<file path="src/rsq_consts.svh">
// Purpose: offsets, field positions, reset values and timing counts of the sequencing registers
// Assumes: one 200 MHz clock
// Notes:   definitions only
`ifndef RSQ_CONSTS_SVH
`define RSQ_CONSTS_SVH

`define RSQ_ADDR_W          6
`define RSQ_DATA_W          16
`define RSQ_OFF_TIMING      6'h20
`define RSQ_OFF_AND_MASK    6'h21
`define RSQ_OFF_OR_MASK     6'h22

`define RSQ_TIMING_RST      16'h7A94
`define RSQ_AND_MASK_RST    16'hFFFF
`define RSQ_OR_MASK_RST     16'h0000

// timing register fields
`define RSQ_F_RX_DEMOD      15:13
`define RSQ_F_SW_LEAD       12:10
`define RSQ_F_AMP_LEAD      9:6
`define RSQ_F_END_SW        5:3
`define RSQ_F_END_AMP       2:0

// control bit positions, shared by both masks
`define RSQ_B_VGA_RESET_N   15
`define RSQ_B_BIAS_DOWN     14
`define RSQ_B_SWITCH_BIAS   13
`define RSQ_B_PATH_SEL      12
`define RSQ_B_PRESCALER_PD  11
`define RSQ_B_AMP_NEG_PD    10
`define RSQ_B_AMP_POS_PD    9
`define RSQ_B_TX_CONV_PD    8
`define RSQ_B_XOSC_PD       7
`define RSQ_B_CAL_OSC_PD    6
`define RSQ_B_PUMP_PD       5
`define RSQ_B_SYNTH_PD      4
`define RSQ_B_RX_CONV_PD    3
`define RSQ_B_GAIN_AMP_PD   2
`define RSQ_B_RX_FILT_PD    1
`define RSQ_B_FRONT_END_PD  0

// generated control values while idle
`define RSQ_IDLE_CTRL       16'h4F7F

// timing
`define RSQ_CLK_PERIOD_NS   5
`define RSQ_US_NS           1000
`define RSQ_CYC_PER_US      ((`RSQ_US_NS + `RSQ_CLK_PERIOD_NS - 1) / `RSQ_CLK_PERIOD_NS)
`define RSQ_RX_STEP_US      5
`define RSQ_SYMBOL_NS       16000
`define RSQ_CAL_HALF_SYMS   13
`define RSQ_CAL_CYCLES      ((`RSQ_CAL_HALF_SYMS * `RSQ_SYMBOL_NS / 2 + `RSQ_CLK_PERIOD_NS - 1) / `RSQ_CLK_PERIOD_NS)

`endif

</file>
<file path="src/rsq_pkg.sv">
// Purpose: types of the radio sequencing block
// Assumes: nothing
// Notes:   constants live in rsq_consts.svh
package rsq_pkg;

  typedef logic [15:0] rsq_word_t;

  // gray codes along rx path and from tx lead to tx tail; idle to tx lead and tx tail to idle change two bits
  typedef enum logic [2:0] {
    RSQ_IDLE      = 3'h0,
    RSQ_RX_CAL    = 3'h1,
    RSQ_RX_SETTLE = 3'h3,
    RSQ_RX_ON     = 3'h2,
    RSQ_TX_LEAD   = 3'h6,
    RSQ_TX_ON     = 3'h7,
    RSQ_TX_TAIL   = 3'h5
  } rsq_state_t;

endpackage

</file>
<file path="src/rsq_us_tick.sv">
// Purpose: microsecond tick that restarts on request
// Assumes: clr high in the cycle a timed phase begins
// Notes:   first tick comes one full microsecond after clr
`include "rsq_consts.svh"
module rsq_us_tick #(
  parameter int CYC_PER_US = `RSQ_CYC_PER_US
) (
  input  wire logic clk,
  input  wire logic resetn,
  input  wire logic clr,
  output logic      tick
);

  localparam int CW = $clog2(CYC_PER_US + 1);

  logic [CW-1:0] cnt;

  // restart keeps phase timing exact instead of up to 1 us early
  always_ff @(posedge clk or negedge resetn)
  begin
    if (!resetn)
    begin
      cnt  <= '0;
      tick <= 1'b0;
    end
    else if (clr)
    begin
      cnt  <= '0;
      tick <= 1'b0;
    end
    else if (cnt == CW'(CYC_PER_US - 1))
    begin
      cnt  <= '0;
      tick <= 1'b1;
    end
    else
    begin
      cnt  <= cnt + CW'(1);
      tick <= 1'b0;
    end
  end

endmodule

</file>
<file path="src/rsq_override.sv">
// Purpose: per-bit and/or override of generated control signals
// Assumes: masks from the register bank, generated values on the same clock
// Notes:   one cycle from mask or value change to output
`include "rsq_consts.svh"
module rsq_override #(
  parameter int        W       = 16,
  parameter logic [15:0] RST_VAL = `RSQ_IDLE_CTRL
) (
  input  wire logic         clk,
  input  wire logic         resetn,
  input  wire logic [W-1:0] gen,
  input  wire logic [W-1:0] and_mask,
  input  wire logic [W-1:0] or_mask,
  output logic      [W-1:0] used
);

  genvar i;
  generate
    for (i = 0; i < W; i++)
    begin : g_bit
      always_ff @(posedge clk or negedge resetn)
      begin
        if (!resetn)
          used[i] <= RST_VAL[i];
        else
          used[i] <= (gen[i] & and_mask[i]) | or_mask[i];
      end
    end
  endgenerate

endmodule

</file>
<file path="src/rsq_seq_regs.sv">
// Purpose: sequencing time constants and signal override masks of the radio control
// Assumes: config port and sequencing requests run on clk; analog controls are registered
// Notes:   config reads answer one cycle after cfg_rd_en; unmapped addresses read zero
`include "rsq_consts.svh"
module rsq_seq_regs #(
  parameter int CAL_CYCLES = `RSQ_CAL_CYCLES,
  parameter int CYC_PER_US = `RSQ_CYC_PER_US
) (
  input  wire logic                    clk,
  input  wire logic                    resetn,
  input  wire logic [`RSQ_ADDR_W-1:0]  cfg_addr,
  input  wire logic                    cfg_wr_en,
  input  wire logic [`RSQ_DATA_W-1:0]  cfg_wdata,
  input  wire logic                    cfg_rd_en,
  output logic      [`RSQ_DATA_W-1:0]  cfg_rdata,
  output logic                         cfg_rvalid,
  input  wire logic                    rx_request,
  input  wire logic                    tx_request,
  input  wire logic                    tx_last_chip,
  output logic                         rx_chain_enable,
  output logic                         demod_agc_enable,
  output logic                         tx_enable,
  output logic                         modulator_enable,
  output logic                         seq_busy,
  output logic                         vga_peak_reset_n,
  output logic                         global_bias_powerdown,
  output logic                         output_switch_bias_ctrl,
  output logic                         buffer_path_select,
  output logic                         prescaler_powerdown,
  output logic                         amp_neg_powerdown,
  output logic                         amp_pos_powerdown,
  output logic                         upmixer_powerdown,
  output logic                         tx_converter_powerdown,
  output logic                         crystal_osc_powerdown,
  output logic                         filter_cal_osc_powerdown,
  output logic                         charge_pump_powerdown,
  output logic                         synth_powerdown,
  output logic                         rx_converter_powerdown,
  output logic                         gain_amp_powerdown,
  output logic                         rx_filter_powerdown,
  output logic                         front_end_powerdown
);

  localparam int CALW = $clog2(CAL_CYCLES + 1);

  rsq_pkg::rsq_word_t    sequencer_time_constants;
  rsq_pkg::rsq_word_t    signal_override_and_mask;
  rsq_pkg::rsq_word_t    signal_override_or_mask;
  rsq_pkg::rsq_word_t    gen_ctrl;
  rsq_pkg::rsq_word_t    used_ctrl;
  rsq_pkg::rsq_state_t   state;
  rsq_pkg::rsq_state_t   next_state;
  logic                  state_change;
  logic                  us_tick;
  logic [5:0]            us_cnt;
  logic [CALW-1:0]       cal_cnt;
  logic [5:0]            rx_demod_delay;
  logic [3:0]            tx_lead;
  logic [3:0]            sw_start;
  logic [3:0]            amp_start;
  logic [2:0]            tail_len;
  logic                  switch_on;
  logic                  amp_on;

  function automatic logic reg_hit(input logic [`RSQ_ADDR_W-1:0] addr,
                                   input logic [`RSQ_ADDR_W-1:0] off);
    reg_hit = (addr == off);
  endfunction

  function automatic logic rx_chain_active(input rsq_pkg::rsq_state_t s);
    rx_chain_active = (s == rsq_pkg::RSQ_RX_SETTLE) || (s == rsq_pkg::RSQ_RX_ON);
  endfunction

  // register bank

  always_ff @(posedge clk or negedge resetn)
  begin
    if (!resetn)
      sequencer_time_constants <= `RSQ_TIMING_RST;
    else if (cfg_wr_en && reg_hit(cfg_addr, `RSQ_OFF_TIMING))
      sequencer_time_constants <= cfg_wdata;
  end

  always_ff @(posedge clk or negedge resetn)
  begin
    if (!resetn)
      signal_override_and_mask <= `RSQ_AND_MASK_RST;
    else if (cfg_wr_en && reg_hit(cfg_addr, `RSQ_OFF_AND_MASK))
      signal_override_and_mask <= cfg_wdata;
  end

  always_ff @(posedge clk or negedge resetn)
  begin
    if (!resetn)
      signal_override_or_mask <= `RSQ_OR_MASK_RST;
    else if (cfg_wr_en && reg_hit(cfg_addr, `RSQ_OFF_OR_MASK))
      signal_override_or_mask <= cfg_wdata;
  end

  always_ff @(posedge clk or negedge resetn)
  begin
    if (!resetn)
    begin
      cfg_rdata  <= '0;
      cfg_rvalid <= 1'b0;
    end
    else
    begin
      cfg_rvalid <= cfg_rd_en;
      if (cfg_rd_en)
      begin
        if (reg_hit(cfg_addr, `RSQ_OFF_TIMING))
          cfg_rdata <= sequencer_time_constants;
        else if (reg_hit(cfg_addr, `RSQ_OFF_AND_MASK))
          cfg_rdata <= signal_override_and_mask;
        else if (reg_hit(cfg_addr, `RSQ_OFF_OR_MASK))
          cfg_rdata <= signal_override_or_mask;
        else
          cfg_rdata <= '0;
      end
    end
  end

  // field decode; fields are read live so a rewrite steers the next phase
  // five microsecond steps
  assign rx_demod_delay = {3'h0, sequencer_time_constants[`RSQ_F_RX_DEMOD]} * 6'd5;
  assign sw_start  = (tx_lead - {1'b0, sequencer_time_constants[`RSQ_F_SW_LEAD]});
  assign amp_start = (tx_lead - sequencer_time_constants[`RSQ_F_AMP_LEAD]);

  always_comb
  begin
    // lead phase lasts as long as the longer of the two leads
    if ({1'b0, sequencer_time_constants[`RSQ_F_SW_LEAD]} >
        sequencer_time_constants[`RSQ_F_AMP_LEAD])
      tx_lead = {1'b0, sequencer_time_constants[`RSQ_F_SW_LEAD]};
    else
      tx_lead = sequencer_time_constants[`RSQ_F_AMP_LEAD];
    if (sequencer_time_constants[`RSQ_F_END_SW] > sequencer_time_constants[`RSQ_F_END_AMP])
      tail_len = sequencer_time_constants[`RSQ_F_END_SW];
    else
      tail_len = sequencer_time_constants[`RSQ_F_END_AMP];
  end

  // sequencer

  always_comb
  begin
    next_state = state;
    unique case (state)
      rsq_pkg::RSQ_IDLE:
      begin
        // transmit wins when both are requested
        if (tx_request)
          next_state = rsq_pkg::RSQ_TX_LEAD;
        else if (rx_request)
          next_state = rsq_pkg::RSQ_RX_CAL;
      end
      rsq_pkg::RSQ_RX_CAL:
      begin
        if (!rx_request)
          next_state = rsq_pkg::RSQ_IDLE;
        else if (cal_cnt == CALW'(CAL_CYCLES - 1))
          next_state = rsq_pkg::RSQ_RX_SETTLE;
      end
      rsq_pkg::RSQ_RX_SETTLE:
      begin
        if (!rx_request)
          next_state = rsq_pkg::RSQ_IDLE;
        else if (us_cnt >= rx_demod_delay)
          next_state = rsq_pkg::RSQ_RX_ON;
      end
      rsq_pkg::RSQ_RX_ON:
      begin
        if (tx_request)
          next_state = rsq_pkg::RSQ_TX_LEAD;
        else if (!rx_request)
          next_state = rsq_pkg::RSQ_IDLE;
      end
      rsq_pkg::RSQ_TX_LEAD:
      begin
        if (us_cnt >= {2'h0, tx_lead})
          next_state = rsq_pkg::RSQ_TX_ON;
      end
      rsq_pkg::RSQ_TX_ON:
      begin
        if (tx_last_chip)
          next_state = rsq_pkg::RSQ_TX_TAIL;
      end
      rsq_pkg::RSQ_TX_TAIL:
      begin
        if (us_cnt >= {3'h0, tail_len})
          next_state = rsq_pkg::RSQ_IDLE;
      end
      default:
        next_state = rsq_pkg::RSQ_IDLE;
    endcase
  end

  assign state_change = (next_state != state);

  always_ff @(posedge clk or negedge resetn)
  begin
    if (!resetn)
      state <= rsq_pkg::RSQ_IDLE;
    else
      state <= next_state;
  end

  rsq_us_tick #(
    .CYC_PER_US (CYC_PER_US)
  ) u_tick (
    .clk    (clk),
    .resetn (resetn),
    .clr    (state_change),
    .tick   (us_tick)
  );

  // microseconds spent in the current state; saturates
  always_ff @(posedge clk or negedge resetn)
  begin
    if (!resetn)
      us_cnt <= '0;
    else if (state_change)
      us_cnt <= '0;
    else if (us_tick && us_cnt != 6'h3F)
      us_cnt <= us_cnt + 6'h01;
  end

  // calibration cycles, counted only while calibrating
  always_ff @(posedge clk or negedge resetn)
  begin
    if (!resetn)
      cal_cnt <= '0;
    else if (state_change || state != rsq_pkg::RSQ_RX_CAL)
      cal_cnt <= '0;
    else
      cal_cnt <= cal_cnt + CALW'(1);
  end

  always_comb
  begin
    switch_on = 1'b0;
    amp_on    = 1'b0;
    unique case (state)
      rsq_pkg::RSQ_TX_LEAD:
      begin
        switch_on = (us_cnt >= {2'h0, sw_start});
        amp_on    = (us_cnt >= {2'h0, amp_start});
      end
      rsq_pkg::RSQ_TX_ON:
      begin
        switch_on = 1'b1;
        amp_on    = 1'b1;
      end
      rsq_pkg::RSQ_TX_TAIL:
      begin
        switch_on = (us_cnt < {3'h0, sequencer_time_constants[`RSQ_F_END_SW]});
        amp_on    = (us_cnt < {3'h0, sequencer_time_constants[`RSQ_F_END_AMP]});
      end
      default:
        switch_on = 1'b0;
    endcase
  end

  // generated control values before override
  always_comb
  begin
    gen_ctrl = `RSQ_IDLE_CTRL;
    // peak detectors run only with demodulator
    gen_ctrl[`RSQ_B_VGA_RESET_N]  = (state == rsq_pkg::RSQ_RX_ON);
    gen_ctrl[`RSQ_B_BIAS_DOWN]    = (state == rsq_pkg::RSQ_IDLE);
    gen_ctrl[`RSQ_B_SWITCH_BIAS]  = switch_on;
    gen_ctrl[`RSQ_B_PATH_SEL]     = switch_on;
    gen_ctrl[`RSQ_B_PRESCALER_PD] = (state == rsq_pkg::RSQ_IDLE);
    gen_ctrl[`RSQ_B_TX_CONV_PD]   = !amp_on;
    gen_ctrl[`RSQ_B_CAL_OSC_PD]   = (state != rsq_pkg::RSQ_RX_CAL);
    gen_ctrl[`RSQ_B_AMP_NEG_PD]   = !amp_on;
    gen_ctrl[`RSQ_B_AMP_POS_PD]   = !amp_on;
    // crystal kept running; only an override stops it
    gen_ctrl[`RSQ_B_XOSC_PD]      = 1'b0;
    gen_ctrl[`RSQ_B_PUMP_PD]      = (state == rsq_pkg::RSQ_IDLE);
    gen_ctrl[`RSQ_B_SYNTH_PD]     = (state == rsq_pkg::RSQ_IDLE);
    gen_ctrl[`RSQ_B_RX_CONV_PD]   = !rx_chain_active(state);
    gen_ctrl[`RSQ_B_GAIN_AMP_PD]  = !rx_chain_active(state);
    gen_ctrl[`RSQ_B_RX_FILT_PD]   = !(rx_chain_active(state) || state == rsq_pkg::RSQ_RX_CAL);
    gen_ctrl[`RSQ_B_FRONT_END_PD] = !rx_chain_active(state);
  end

  // masks act the cycle after write
  rsq_override #(
    .W       (16),
    .RST_VAL (`RSQ_IDLE_CTRL)
  ) u_override (
    .clk      (clk),
    .resetn   (resetn),
    .gen      (gen_ctrl),
    .and_mask (signal_override_and_mask),
    .or_mask  (signal_override_or_mask),
    .used     (used_ctrl)
  );

  assign vga_peak_reset_n         = used_ctrl[`RSQ_B_VGA_RESET_N];
  assign global_bias_powerdown    = used_ctrl[`RSQ_B_BIAS_DOWN];
  assign output_switch_bias_ctrl  = used_ctrl[`RSQ_B_SWITCH_BIAS];
  assign buffer_path_select       = used_ctrl[`RSQ_B_PATH_SEL];
  assign prescaler_powerdown      = used_ctrl[`RSQ_B_PRESCALER_PD];
  assign amp_neg_powerdown        = used_ctrl[`RSQ_B_AMP_NEG_PD];
  assign amp_pos_powerdown        = used_ctrl[`RSQ_B_AMP_POS_PD];
  assign tx_converter_powerdown   = used_ctrl[`RSQ_B_TX_CONV_PD];
  assign crystal_osc_powerdown    = used_ctrl[`RSQ_B_XOSC_PD];
  assign filter_cal_osc_powerdown = used_ctrl[`RSQ_B_CAL_OSC_PD];
  assign charge_pump_powerdown    = used_ctrl[`RSQ_B_PUMP_PD];
  assign synth_powerdown          = used_ctrl[`RSQ_B_SYNTH_PD];
  assign rx_converter_powerdown   = used_ctrl[`RSQ_B_RX_CONV_PD];
  assign gain_amp_powerdown       = used_ctrl[`RSQ_B_GAIN_AMP_PD];
  assign rx_filter_powerdown      = used_ctrl[`RSQ_B_RX_FILT_PD];
  assign front_end_powerdown      = used_ctrl[`RSQ_B_FRONT_END_PD];

  // mixers follow the overridden halves, so same cycle as their inputs is kept
  always_ff @(posedge clk or negedge resetn)
  begin
    if (!resetn)
      upmixer_powerdown <= 1'b1;
    else
      // mixers down when both halves down
      upmixer_powerdown <= (gen_ctrl[`RSQ_B_AMP_NEG_PD] & signal_override_and_mask[10]
                            | signal_override_or_mask[10])
                         & (gen_ctrl[`RSQ_B_AMP_POS_PD] & signal_override_and_mask[9]
                            | signal_override_or_mask[9]);
  end

  // enables follow the state itself; overrides act on the analog controls only
  always_ff @(posedge clk or negedge resetn)
  begin
    if (!resetn)
    begin
      rx_chain_enable  <= 1'b0;
      demod_agc_enable <= 1'b0;
      tx_enable        <= 1'b0;
      modulator_enable <= 1'b0;
      seq_busy         <= 1'b0;
    end
    else
    begin
      rx_chain_enable  <= rx_chain_active(next_state);
      demod_agc_enable <= (next_state == rsq_pkg::RSQ_RX_ON);
      tx_enable        <= (next_state == rsq_pkg::RSQ_TX_ON);
      modulator_enable <= (state == rsq_pkg::RSQ_TX_ON) ||
                          (state == rsq_pkg::RSQ_TX_TAIL && amp_on &&
                           next_state == rsq_pkg::RSQ_TX_TAIL);
      seq_busy         <= (next_state != rsq_pkg::RSQ_IDLE);
    end
  end

endmodule

</file>
<file path="config.mk">
export PLATFORM = sky130hd
export DESIGN_NAME = rsq_seq_regs
export DESIGN_NICKNAME = d
export VERILOG_FILES = /design/src/rsq_pkg.sv /design/src/rsq_us_tick.sv /design/src/rsq_override.sv /design/src/rsq_seq_regs.sv
export VERILOG_INCLUDE_DIRS = /design/src
export SDC_FILE = /design/constraint.sdc
export NUM_CORES = 1
export LEC_CHECK = 0
export BUFFER_PORTS_ARGS = -buffer_cell sky130_fd_sc_hd__buf_4
export CORE_ASPECT_RATIO = 1.5
export CORE_MARGIN = 1
export CORE_UTILIZATION = 50
export DETAILED_ROUTE_END_ITERATION = 8
export HOLD_SLACK_MARGIN = 0.1
export PLACE_DENSITY_LB_ADDON = 0.2
export SYNTH_ARGS = -nofsm -noshare
export SYNTH_HDL_FRONTEND = slang
export SYNTH_HIERARCHICAL = 1
export SYNTH_SLANG_ARGS = --single-unit
</file>
<file path="constraint.sdc">
create_clock -name clk -period 7.6 [get_ports clk]
set_input_delay 0.76 -clock clk [delete_from_list [all_inputs] [get_ports clk]]
set_output_delay 0.76 -clock clk [all_outputs]
set_load 0.03 [all_outputs]
</file>
After elaboration in Yosys (flattened, before gate mapping)
Index checks and enable logic that the tools add are counted.
- flip-flop bits (word level): 120
- input port bits: 29
- output and inout port bits: 39
- logic and storage cells: 139
- add/sub/neg operators: 5
- $mul: 1
- $lt $le $gt $ge: 9
- equality and inequality tests: 18
- muxes and demuxes: 26
- bitwise operators: 31
- reductions and logical operators: 17
- operator list (cell ; count):
    16-bit 2-to-1 mux ; 3
    3-bit 2-to-1 mux ; 12
    3-bit one-hot mux with 7 select lines ; 1
    6-bit equality test, second input constant ; 3
    6-bit by 4-bit >= comparator with 1-bit output ; 3
    1-bit AND ; 16
    8-bit 2-to-1 mux ; 2
    15-bit by 1-bit adder with 15-bit output, second input constant ; 1
    15-bit equality test, second input constant ; 1
    3-bit equality test, second input constant ; 5
    15-bit 2-to-1 mux ; 1
    1-bit OR ; 15
    3-bit by 2-bit equality test with 1-bit output, second input constant ; 4
    6-bit by 3-bit less-than comparator with 1-bit output ; 2
    6-bit 2-to-1 mux ; 2
    8-bit by 1-bit adder with 8-bit output, second input constant ; 1
    8-bit equality test, second input constant ; 1
    6-bit by 1-bit adder with 6-bit output, second input constant ; 1
    6-bit by 3-bit >= comparator with 1-bit output ; 1
    6-bit >= comparator ; 1
    1-bit logical AND ; 6
    3-bit by 3-bit multiplier with 6-bit output, second input constant ; 1
    6-bit != test, second input constant ; 1
    1-bit one-hot mux with 3 select lines ; 2
    14 further kinds ; 21

Depth between registers and ports, before layout
- depth after elaboration: 9
- depth in mapped cells: 18
- gate-level depth less buffers: 18

Hierarchy
Netlist, hierarchy kept.
- by module, submodules not included (module ; times used ; cells an instance ; area each (um^2) ; seq. area each (um^2)):
    rsq_seq_regs ; 1 ; 511 ; 5326.4 ; 2408.6
    rsq_override ; 1 ; 32 ; 535.5 ; 415.4
    rsq_us_tick ; 1 ; 40 ; 422.9 ; 225.2

Worst setup path before layout
No wires, ideal clock.
- path kind: register to register
- from: reg sequencer_time_constants[7]
- to: reg upmixer_powerdown
- library setup time: 0.068 ns
- arrival time: 3.682 ns
- data required time: 7.532 ns
- setup slack: 3.851 ns
- stages on the path, launching flop included: 17
- buffers on the path: 0
- period minus slack after synthesis: 3.749 ns
- cell sequence: dfstp_2 > inv_1 > ha_1 > nor2b_1 > o21a_1 > o21a_1 > a21o_1 > ha_1 > nor2b_1 > o21ai_0 > nand2b_1 > ha_1 > or4_1 > a211o_1 > a22oi_1 > a21oi_1 > nor2_1
- cells in the longest elaborated chain, start to end: 9
- elaborated cells between the ends (all ways): 11
- classes of those cells: 1 x add/sub; 2 x order compare; 2 x mux; 5 x bitwise; 1 x reduce/logical
- ends and longest elaborated chain (item ; RTL line ; RTL):
    from (decl) ; rsq_seq_regs.sv:46 ; rsq_pkg::rsq_word_t sequencer_time_constants;
    from (signal assigned) ; rsq_seq_regs.sv:79 ; sequencer_time_constants <= `RSQ_TIMING_RST;
    from (signal assigned) ; rsq_seq_regs.sv:81 ; sequencer_time_constants <= cfg_wdata;
    3-bit by 4-bit > comparator with 1-bit output ; rsq_seq_regs.sv:133 ; if ({1'b0, sequencer_time_constants[`RSQ_F_SW_LEAD]} >
    4-bit 2-to-1 mux ; rsq_seq_regs.sv:133 ;
    4-bit subtractor (*) ; rsq_seq_regs.sv:128 ; assign amp_start = (tx_lead - sequencer_time_constants[`RSQ_F_AMP_LEAD]);
    6-bit by 4-bit >= comparator with 1-bit output (*) ; rsq_seq_regs.sv:248 ; amp_on = (us_cnt >= {2'h0, amp_start});
    1-bit one-hot mux with 3 select lines (*) ; rsq_seq_regs.sv:244 ; unique case (state)
    1-bit logical NOT (*) ; rsq_seq_regs.sv:277 ; gen_ctrl[`RSQ_B_AMP_NEG_PD] = !amp_on;
    via gen_ctrl[10] ; rsq_seq_regs.sv:49 ; rsq_pkg::rsq_word_t gen_ctrl;
    1-bit AND (on tied branches) ; rsq_seq_regs.sv:326, rsq_seq_regs.sv:328 ;
    1-bit OR (on tied branches) ; rsq_seq_regs.sv:326, rsq_seq_regs.sv:328 ;
    1-bit AND (*) ; rsq_seq_regs.sv:326 ; upmixer_powerdown <= (gen_ctrl[`RSQ_B_AMP_NEG_PD] & signal_override_and_mask[10]
    to (signal assigned) ; rsq_seq_regs.sv:326 ;
    to (decl) ; rsq_seq_regs.sv:32 ; output logic upmixer_powerdown,
Mark *: on every way through the listed nets, which the timed path passes. The rest lies on a longest branch.
A chain may end at the register's enable or synchronous reset.

Worst setup path after layout
Same ends and word-level chain as after synthesis.

==> flow_summary.yaml <==
clock_tree:
  clk_latency_ns: 0.41
  cts_resized: 0
  clkTransAtPathRegs_ns: 0.06
  cts_setup_buffers: 0
  cts-root-buf: "clkbuf_16"
  cts_buffer_depth: 2
  h-tree-depth: 4
  holdBufCountCts: 0
  cts_inserted_buffers: 17
  cts_tree: "built"
  clock-sinks: 120
finish:
  areaGrowthSynthToFinish_pct: 19.65
  layout.nets: 726
  mostFrequentLayoutCells: "83 x dfrtp_1, 71 x buf_4, 49 x inv_1"
  drive_above_1_share_pct: 28.31
  antennaDiodeCount: 0
  final_common_cell: "dfrtp_1"
grt:
  grt_first_pass_wirelength_um: 23430
  grt_antenna_before_repair: 0
  grt_use_total_pct: 23.53
  grt_pass1_vias: 4832
  grt-ovfl-total: 0
  grt_max_degree: 74
die:
  start_util_pct: 51.77
  core_sq_um: 12140
  row_count: 49
  die_x_um: 93.54
  fp.dieH_um: 139.3
  die_area_sq_um: 13030
  ios: 68
routing:
  num_vias: 4571
  drt_iter0_markers: 151
  wl_per_cell_um: 16.99
  totalWireLength_um: 13880
  vias_per_cell: 5.595
  dr.pass1.iters: 4
  route.detailed.drc: 0
  ant_nets: 0
setup_path:
  path_class: "reg -> reg"
  critPathArrivalTime_ns: 4.49
  crit_path_start_kind: "flip-flop"
  end_kind: "flip-flop"
  crit_fanout: 6
  required_ns: 7.94
worst_hold_path:
  hold_class: "in -> async"
synth:
  syn_area_per_cell_sq_um: 10.78
  synth_nets: 658
  synth-seq-cells: 120
  synthCells: 583
  yosysWarnings: 6
  synth_edf_count: 0
  synth_ff_type: "dfrtp_1"
  netlist_area_sq_um: 6285
  async_flop_share_pct: 100.0
  ys_types: 54
  ys_seq_area_share_pct: 48.52
sta:
  period_needed_ns: 4.146
  fmax_mhz: 241.2
  setup_ws_ns: 3.454
  maxSlewViolCount: 0
  post-route-period-util_pct: 54.56
  hold_viol: 0
  rsz0062_at_grt: "no"
  maxSlewHeadroom_pct: 35.10
  tightest_slew_ns: 0.9735
  skew_ns: 0.007262
  setup_viol: 0
  tns_ns: 0
power:
  ir_drop_v: 0.0002415
  power.total_mw: 2.191
  leakage_nw: 3.660
  p_per_area_nw_per_um2: 291.4
place:
  io_buffers: 67
  gp_congestion: 0.8163
  place_hpwl_um: 9674
  post-place-ws_ns: 3.478
flow_run:
  cap_viol_max_count: 0
run_status:
  outcome: "finished, final reports clean"
==> per-stage QoR <==
step	hold slack [ns]	std cells	area (sq um)	utilization [%]
after floorplan	0.4368	583	6285	-
after global placement	0.4501	785	6913	56.95
after detailed placement	0.4615	785	6913	56.95
after CTS	0.3670	817	7520	61.95
after global routing	0.3919	817	7520	61.95
final	0.3511	817	7520	61.95
==> synthesized netlist by cell type, types with 2 or more instances <==
library cell	count	share of area, %
a21boi_0	2	0.24
a21o_1	24	2.9
a21oi_1	12	0.96
a22o_1	16	2.2
a31oi_1	4	0.40
and3_1	12	1.2
buf_2	5	0.40
clkbuf_1	16	0.96
dfrtp_1	83	33
dfstp_2	37	15
fa_1	2	0.64
ha_1	44	8.8
inv_1	49	2.9
mux2_2	39	7.0
mux2i_1	4	0.64
nand2_1	28	1.7
nand2b_1	22	2.2
nand3_1	12	0.96
nand4_1	5	0.50
nor2_1	35	2.1
nor2b_1	4	0.40
nor3_1	3	0.24
nor3b_1	6	0.72
nor4_1	3	0.30
nor4b_2	2	0.48
o211ai_1	16	1.9
o21a_1	3	0.36
o21ai_0	44	3.5
or3_1	7	0.70
xnor2_1	9	1.3
xor2_1	12	1.7
==> logic make-up after synthesis <==
logic type	share of synthesized area, %
other	0.05967
buffers and inverters	4.460
AND/OR/NAND/NOR	13.10
flip-flops	48.52
adder cells (fa/ha/maj)	9.397
XOR/XNOR	2.927
multiplexers	7.625
AO/OA/AOI/OAI	13.92
==> worst paths after layout <==
kind / startpoint / end / slack (ns) / cells past startpoint
hold reg to reg: signal_override_or_mask[0] / u_override/used[0] / 0.47 / 1
setup reg to reg: sequencer_time_constants[7] / upmixer_powerdown / 3.45 / 17
hold / removal: resetn / cfg_rvalid / 0.35 / 1
setup / recovery: sequencer_time_constants[7] / upmixer_powerdown / 3.45 / 17
max in group asynchronous: resetn / u_tick/cnt[3] / 5.92 / 2
min in group clk: signal_override_or_mask[0] / u_override/used[0] / 0.47 / 1
==> report_power, final <==
part / switching (mW) / internal, mW
Combinational: 0.312 / 0.241
Clock: 0.291 / 0.531
Sequential: 0.0708 / 0.746
==> per-layer routing <==
metal / global-route usage (%) / share of wire (%)
met1: 28.02 / 42
met3: 5.301 / 3.9
met2: 40.09 / 52
met5: 0 / 0
met4: 10.53 / 2.5
==> flip-flops by register name (all words and copies together) (netlist names), 3 cells and up <==
| signal | cells |
|---|---|
| us_cnt | 6 |
| signal_override_or_mask | 16 |
| cfg_rdata | 16 |
| state | 3 |
| u_override/used | 16 |
| u_tick/cnt | 8 |
| signal_override_and_mask | 16 |
| sequencer_time_constants | 16 |
| cal_cnt | 15 |
==> worst max-delay path, cell delays in order, from the launching register on <==
cell and delay (ns):
dfstp_2 0.56, inv_1 0.09, ha_1 0.31, nor2b_1 0.13, o21a_1 0.16, o21a_1 0.23, mux2_2 0.31, inv_1 0.08
ha_1 0.19, nor2b_1 0.06, o21ai_0 0.14, nand2b_1 0.08, ha_1 0.17, or4_1 0.53, a211o_1 0.28, a22oi_1 0.48
a21oi_1 0.16, nor2_1 0.11
==> cell type report <==
class                      count  area [sq um]
tap                          153         191.4
multi-input combinational    392          2955
fill                        1018          4619
sequential                   120          3049
inverter                      49         183.9
timing repair buffer          71         533.0
clock buffer                  20         456.7
clock inverter                12         150.1
No activity file was read; power rests on OpenSTA's default activity.
